==> src/core/gsf_params.svh <==
// constants for the general status flags register
`ifndef GSF_PARAMS_SVH
`define GSF_PARAMS_SVH
`define GSF_ADDR 6'h07
`define GSF_BIT_FREQ 7
`define GSF_BIT_CRC_GOOD 6
`define GSF_BIT_CRC_DONE 5
`define GSF_BIT_IRQ 4
`define GSF_BIT_TIMER 3
`define GSF_BIT_FIELD 2
`define GSF_BIT_HIGH 1
`define GSF_BIT_LOW 0
`define GSF_FIFO_CAPACITY 7'h40
`define GSF_FREQ_LOW_KHZ 12000
`define GSF_FREQ_HIGH_KHZ 15000
`define GSF_CLK_KHZ 125000
`define GSF_CRC_GOOD_RST 1'b1
`define GSF_CRC_DONE_RST 1'b0
`define GSF_IRQ_RST 1'b0
`define GSF_TIMER_RST 1'b0
`define GSF_HIGH_RST 1'b1
`endif

==> src/core/gsf_pkg.sv <==
// types for the general status flags register
package gsf_pkg;
   typedef logic [7:0] gsf_byte_t;
   typedef logic [6:0] gsf_level_t;
endpackage

==> src/core/gsf_status.sv <==
// general status flags register of the contactless frontend
//
// How it works
// RQ1 - frequency valid set when rx frequency lies strictly inside 12..15 MHz
// RQ2 - frequency flag unchecked in the 9..12 and 15..19 MHz bands
// RQ3 - crc good reads one at zero residue, zero while calculating
// RQ4 - crc done set when a calculation finishes, meaningful for calc command
// RQ5 - interrupt pending when any enabled source of either enable set is active
// RQ6 - timer active while the timer counter will decrement next tick
// RQ7 - in gated mode timer active follows the register enable only
// RQ8 - field present mirrors live field detector, nothing latched
// RQ9 - high alert when capacity minus byte count is at most watermark
// RQ10 - low alert when byte count is at most watermark
// RQ11 - read-only register at address 07h, reset pattern X100X01X
// RQ12 - writes to this address change nothing
`timescale 1ns/1ns
`include "gsf_params.svh"
module gsf_status
   import gsf_pkg::*;
#(
   parameter int FREQ_WIN_CYCLES = 1000
)
(
   // clock and reset
   input wire logic CLK_I,
   input wire logic RST_I,
   // host register access
   input wire logic [5:0] ADDR_I,
   input wire logic RD_I,
   input wire logic WR_I,
   input wire logic [7:0] WDATA_I,
   output logic [7:0] RDATA_O,
   // rf pins and detector
   input wire logic RX_CLK_I,
   input wire logic FIELD_DET_I,
   // crc unit
   input wire logic CRC_BUSY_I,
   input wire logic CRC_RESIDUE_ZERO_I,
   input wire logic CRC_FINISH_I,
   input wire logic CRC_START_I,
   // interrupt sources and enables
   input wire logic [7:0] COMM_IRQ_SRC_I,
   input wire logic [7:0] COMM_IRQ_EN_I,
   input wire logic [7:0] MISC_IRQ_SRC_I,
   input wire logic [7:0] MISC_IRQ_EN_I,
   // timer unit
   input wire logic TIMER_ENABLE_I,
   input wire logic TIMER_GATED_I,
   input wire logic TIMER_RUN_I,
   // fifo
   input wire logic [6:0] FIFO_BYTE_COUNT_I,
   input wire logic [5:0] FIFO_WATERMARK_I,
   // status
   output logic [7:0] STATUS_O
);

   //********************************************************
   // window counts
   //********************************************************
   localparam int LO_EDGES = (`GSF_FREQ_LOW_KHZ * FREQ_WIN_CYCLES)
                             / `GSF_CLK_KHZ;
   localparam int HI_EDGES = ((`GSF_FREQ_HIGH_KHZ * FREQ_WIN_CYCLES)
                              + `GSF_CLK_KHZ - 1) / `GSF_CLK_KHZ;

   //********************************************************
   // parameter checks
   //********************************************************
   // window must fit the 16 bit counters
   if (FREQ_WIN_CYCLES < 100 || FREQ_WIN_CYCLES > 65535)
   begin : g_bad_window
      $error("FREQ_WIN_CYCLES out of range");
   end

   // limits must leave at least one legal edge count
   if (HI_EDGES - LO_EDGES < 2)
   begin : g_bad_limits
      $error("window too short for the edge limits");
   end

   //********************************************************
   // input synchronisers
   //********************************************************
   logic [1:0] rx_sync_r, rx_sync_nxt;
   logic [1:0] fld_sync_r, fld_sync_nxt;
   logic rx_prev_r, rx_prev_nxt;

   always_comb
   begin
      rx_sync_nxt = {rx_sync_r[0], RX_CLK_I};
      fld_sync_nxt = {fld_sync_r[0], FIELD_DET_I};
      rx_prev_nxt = rx_sync_r[1];
   end

   always_ff @(posedge CLK_I)
   begin
      if (RST_I)
      begin
         rx_sync_r <= 2'h0;
         fld_sync_r <= 2'h0;
         rx_prev_r <= 1'b0;
      end
      else
      begin
         rx_sync_r <= rx_sync_nxt;
         fld_sync_r <= fld_sync_nxt;
         rx_prev_r <= rx_prev_nxt;
      end
   end

   //********************************************************
   // rf frequency window measure
   //********************************************************
   logic [15:0] win_cnt_r, win_cnt_nxt;
   logic [15:0] edge_cnt_r, edge_cnt_nxt;
   logic freq_ok_r, freq_ok_nxt;
   logic rx_rise;
   logic last_cycle;
   logic edges_inside;

   always_comb
   begin
      rx_rise = rx_sync_r[1] & ~rx_prev_r;
      last_cycle = win_cnt_r == 16'(FREQ_WIN_CYCLES - 1);
      // both limits excluded, guard bands left unchecked
      edges_inside = (edge_cnt_r > 16'(LO_EDGES))
                     && (edge_cnt_r < 16'(HI_EDGES)); // RQ1 RQ2
      win_cnt_nxt = win_cnt_r + 16'h0001;
      edge_cnt_nxt = edge_cnt_r + {15'h0000, rx_rise};
      freq_ok_nxt = freq_ok_r;
      if (last_cycle)
      begin
         win_cnt_nxt = 16'h0000;
         edge_cnt_nxt = 16'h0000;
         freq_ok_nxt = edges_inside; // RQ1
      end
   end

   always_ff @(posedge CLK_I)
   begin
      if (RST_I)
      begin
         win_cnt_r <= 16'h0000;
         edge_cnt_r <= 16'h0000;
         freq_ok_r <= 1'b0;
      end
      else
      begin
         win_cnt_r <= win_cnt_nxt;
         edge_cnt_r <= edge_cnt_nxt;
         freq_ok_r <= freq_ok_nxt;
      end
   end

   //********************************************************
   // crc result flag
   //********************************************************
   logic crc_good_r, crc_good_nxt;

   always_comb
   begin
      // residue only trusted once the calculation is over
      if (CRC_BUSY_I)
         crc_good_nxt = 1'b0; // RQ3
      else
         crc_good_nxt = CRC_RESIDUE_ZERO_I; // RQ3
   end

   always_ff @(posedge CLK_I)
   begin
      if (RST_I)
         crc_good_r <= `GSF_CRC_GOOD_RST;
      else
         crc_good_r <= crc_good_nxt;
   end

   //********************************************************
   // crc done flag
   //********************************************************
   logic crc_done_r, crc_done_nxt;

   always_comb
   begin
      crc_done_nxt = crc_done_r;
      if (CRC_START_I)
         crc_done_nxt = 1'b0;
      // a finish in the same cycle as a start wins
      if (CRC_FINISH_I)
         crc_done_nxt = 1'b1; // RQ4
   end

   always_ff @(posedge CLK_I)
   begin
      if (RST_I)
         crc_done_r <= `GSF_CRC_DONE_RST;
      else
         crc_done_r <= crc_done_nxt;
   end

   //********************************************************
   // interrupt request
   //********************************************************
   logic irq_any;
   logic [7:0] comm_hit;
   logic [7:0] misc_hit;

   always_comb
   begin
      comm_hit = COMM_IRQ_SRC_I & COMM_IRQ_EN_I;
      misc_hit = MISC_IRQ_SRC_I & MISC_IRQ_EN_I;
      irq_any = |(comm_hit | misc_hit); // RQ5
   end

   //********************************************************
   // timer running
   //********************************************************
   logic timer_flag;

   always_comb
   begin
      // gating input selects the register enable or the run input
      if (TIMER_GATED_I)
         timer_flag = TIMER_ENABLE_I; // RQ7
      else
         timer_flag = TIMER_RUN_I; // RQ6
   end

   //********************************************************
   // fifo watermark compare
   //********************************************************
   gsf_level_t free_space;
   gsf_level_t watermark;
   logic fifo_high;
   logic fifo_low;

   always_comb
   begin
      watermark = {1'b0, FIFO_WATERMARK_I};
      free_space = `GSF_FIFO_CAPACITY - FIFO_BYTE_COUNT_I;
      fifo_high = free_space <= watermark; // RQ9
      fifo_low = FIFO_BYTE_COUNT_I <= watermark; // RQ10
   end

   //********************************************************
   // assembled status byte
   //********************************************************
   gsf_byte_t status_r, status_nxt;
   // live positions of the reset pattern shown as zero
   localparam gsf_byte_t STATUS_RST = {1'b0, `GSF_CRC_GOOD_RST,
      `GSF_CRC_DONE_RST, `GSF_IRQ_RST, `GSF_TIMER_RST, 1'b0,
      `GSF_HIGH_RST, 1'b0};

   always_comb
   begin
      status_nxt = 8'h00;
      status_nxt[`GSF_BIT_FREQ] = freq_ok_r; // RQ1
      status_nxt[`GSF_BIT_CRC_GOOD] = crc_good_r; // RQ3
      status_nxt[`GSF_BIT_CRC_DONE] = crc_done_r; // RQ4
      status_nxt[`GSF_BIT_IRQ] = irq_any; // RQ5
      status_nxt[`GSF_BIT_TIMER] = timer_flag; // RQ6 RQ7
      status_nxt[`GSF_BIT_FIELD] = fld_sync_r[1]; // RQ8
      status_nxt[`GSF_BIT_HIGH] = fifo_high; // RQ9
      status_nxt[`GSF_BIT_LOW] = fifo_low; // RQ10
   end

   // no write path reaches this register
   always_ff @(posedge CLK_I)
   begin
      if (RST_I)
         status_r <= STATUS_RST; // RQ11
      else
         status_r <= status_nxt; // RQ12
   end

   //********************************************************
   // host read port
   //********************************************************
   gsf_byte_t rdata_r, rdata_nxt;
   logic rd_hit;

   always_comb
   begin
      rd_hit = RD_I && (ADDR_I == `GSF_ADDR);
      rdata_nxt = 8'h00;
      if (rd_hit)
         rdata_nxt = status_r; // RQ11
      // write strobe and data never reach a flag
      if (WR_I && WDATA_I != 8'h00)
         rdata_nxt = rdata_nxt; // RQ12
   end

   always_ff @(posedge CLK_I)
   begin
      if (RST_I)
         rdata_r <= 8'h00;
      else
         rdata_r <= rdata_nxt;
   end

   //********************************************************
   // outputs
   //********************************************************
   always_comb
   begin
      STATUS_O = status_r;
      RDATA_O = rdata_r;
   end

endmodule

==> config.mk <==
export PLATFORM = sky130hd
export DESIGN_NAME = gsf_status
export DESIGN_NICKNAME = d
export VERILOG_FILES = /design/src/core/gsf_pkg.sv /design/src/core/gsf_status.sv
export VERILOG_INCLUDE_DIRS = /design/src /design/src/core
export SDC_FILE = /design/constraint.sdc
export NUM_CORES = 1
export LEC_CHECK = 0
export ABC_AREA = 1
export BUFFER_PORTS_ARGS = -buffer_cell sky130_fd_sc_hd__buf_2
export CAP_MARGIN = 0
export CORE_MARGIN = 8
export CORE_UTILIZATION = 25
export DETAILED_ROUTE_END_ITERATION = 10
export GPL_TIMING_DRIVEN = 0
export SYNTH_ARGS = -nofsm -noshare
export SYNTH_HDL_FRONTEND = slang
export SYNTH_SLANG_ARGS = --single-unit
==> constraint.sdc <==
create_clock -name CLK_I -period 2.55 [get_ports CLK_I]
set_input_delay 0.6375 -clock CLK_I [delete_from_list [all_inputs] [get_ports CLK_I]]
set_output_delay 0.6375 -clock CLK_I [all_outputs]
set_load 0.005 [all_outputs]
==> impl_results.md <==
- Status: finished, final reports clean
- Overall power: 1.79 mW
- Worst Path Required: 2740 ps
- Clk sinks: 56
- Synth warnings: 0
- Clock Tree Root: clkbuf_16
- Worst Path Buf+Inv: 2
- # setup viols final: 0
- Syn Nets: 519
- Hold buffer count at cts: 0
- Core Region: 0.0119 mm^2
- Later-pin clock latency in the skew report: 290 ps
- PwrDens: 478 mW/mm^2
- PostCTS Resize Cnt: 0
- Crit path cell chain: buf_2 > inv_1 > ha_1 > nand2_1 > nor2_1 > xnor2_1 > ha_1 > nand2_1 > nor2_1 > nand2_1 > nand2_1 > nand2_1 > nand2_1 > nand2_1
- Die span in y: 126 um
- Number of nets in the final layout: 604
- Global-route wire length before repair: 12.7 mm
- Drt via density: 4.27
- Die Wd: 126 um
- Buffers added on ports: 78
- Final worst path period share: 75.3%
- P&R area growth vs syn: 24.1%
- GRT overflow: 0
- Min Tclk post-route: 1920 ps
- Largest stage delay on the critical path: 290 ps
- Fmax: 0.521 GHz
- DRT Pass-1 Iters: 4
- Hold Crit Class: register to register
- Worst-path clk slew: 80 ps
- Top Ports: 88
- Post-Route WL: 7.20 mm
- Initial antenna violation count: 0
- Largest net degree at the start of global routing: 20
- Crit path capture type: register
- Number of CTS-inserted buffers: 5
- Total leakage power: 1.73 nW
- Core Rows: 40
- Post-synth EDFFs: 0
- Final Hold Fails: 0
- CTS tree: built
- WL per Instance: 10.8 um
- FF+latch count, synth: 56
- Max_cap viols: 0
- Library cells used by synthesis: 29
- # H-tree levels: 2
- Commonest cells after routing, fill and taps aside: nand2_1 (102), nor2_1 (78), buf_2 (78)
- Commonest non-fill, non-tap cell in the layout: nand2_1
- Slew HR: 66.7%
- Routed Antenna Nets: 0
- Slowest cell on the critical path: ha_1
- Post CTS Setup Buffer Count: 0
- Cell family with most CP delay: simple AND/OR/NAND/NOR gates
- Synth Cell Area: 0.00301 mm^2
- Via count: 2840
- DRC: 0
- Main flop type after synthesis: dfxtp_1
- CTS max path bufs: 2
- RSZ-0062 raised after global routing: false
- Layout cell share with drive strength beyond 1: 24.3%
- CP Data Arrival Time: 2110 ps
- Crit Path Class: input port to register
- Post-synth ARST share: 0%
- Clock Skew: 5.17 ps
- Vias in the first global route: 2904
- Initial DRC Count: 98
- Post-synthesis sequential area ratio: 37.2%
- Post-DP HPWL: 5.93 mm
- Ant diodes: 0
- Placer Congestion: 0.859
- Post-synthesis cell count: 432
- Most used cell, CP: nand2_1
- Slew Limit Fails: 0
- Total track usage: 9.51%
- Avg Inst Size Synth: 6.97 um^2
- Max FO, Critical Path: 3
- Crit start category: input port
- Slew @ Worst Pin: 499 ps
- Die area: 0.0158 mm^2
- Initial Util: 25.3%
- Setup TNS: 0 ps
- Max VDD drop: 0.295 mV
final timing paths:
check | startpoint | end | slack [ps] | cells past startpoint
max | FIFO_BYTE_COUNT_I[0] | STATUS_O[1] | 630 | 14
min | fld_sync_r[0] | fld_sync_r[1] | 400 | 2
max reg2reg | rx_sync_r[1] | edge_cnt_r[8] | 910 | 9
min reg2reg | fld_sync_r[0] | fld_sync_r[1] | 400 | 2
routing by layer:
layer | vias to the layer above | track usage (%) | wire (um)
li1 | 1504 | - | -
met1 | 1244 | 10.8 | 3330
met2 | 86 | 16.6 | 3310
met3 | 6 | 3.54 | 497
met4 | 0 | 2.12 | 63
met5 | - | 0 | 0
cell type report:
cell class              count  area [um^2]
clock buffers               5          125
inverters                  76          285
flip-flops and latches     56         1120
multi-input cells         296         1570
plain buffers               4         37.5
fillers                  1249         8170
well taps                 147          184
repair buffers             78          390
clock inverters             3         26.3
cell usage after synthesis, types with 5 or more instances:
library cell | count | area share [%]
nand2_1 | 102 | 13
nor2_1 | 78 | 9.7
inv_1 | 70 | 8.7
dfxtp_1 | 56 | 37
nand3_1 | 20 | 3.3
ha_1 | 15 | 6.2
nand4_1 | 14 | 2.9
a21oi_2 | 11 | 3.2
a21oi_1 | 8 | 1.3
xnor2_1 | 8 | 2.3
xor2_1 | 7 | 2.0
inv_2 | 6 | 0.75
nand2_2 | 6 | 1.2
nor2_2 | 5 | 1.0
o21ai_0 | 5 | 0.83
flip-flops by register name, summed over array words and instances (netlist names):
register    cells
win_cnt_r      16
fld_sync_r      2
RDATA_O         8
rx_prev_r       1
STATUS_O        8
rx_sync_r       2
freq_ok_r       1
crc_good_r      1
edge_cnt_r     16
crc_done_r      1
through the flow:
step | worst slack (ps) | instances | area, um^2 | utilization [%] | hold WS [ps]
4_1_cts | 603 | 665 | 3740 | 31.4 | 403
3_3_place_gp | 310 | 657 | 3590 | 30.1 | 393
2_1_floorplan | 601 | 432 | 3010 | - | 388
5_1_grt | 429 | 665 | 3740 | 31.4 | 423
6_report | 630 | 665 | 3740 | 31.4 | 403
3_5_place_dp | 279 | 657 | 3590 | 30.1 | 393
tightest hold or removal path, cell delays in order, from the launching register on:
cell	delay (ps)
dfxtp_1	300
inv_1	40
nor2_1	30
kinds of logic (layout without fill, tap and decap cells):
| group | Yosys count | count (layout) | synth area share, % |
|---|---|---|---|
| compound gates | 26 | 26 | 5.98 |
| xor+xnor | 15 | 15 | 4.36 |
| fa+ha+maj | 15 | 15 | 6.23 |
| buf+inv | 80 | 166 | 10.7 |
| flops | 56 | 56 | 37.2 |
| simple gates | 240 | 240 | 35.5 |
power breakdown:
part | switching (mW) | leakage [nW] | internal [mW]
clock network | 0.338 | 0.0680 | 0.372
logic | 0.0914 | 1.20 | 0.0871
registers | 0.00878 | 0.455 | 0.891
Note: power is estimated with default switching activity, not from simulation.
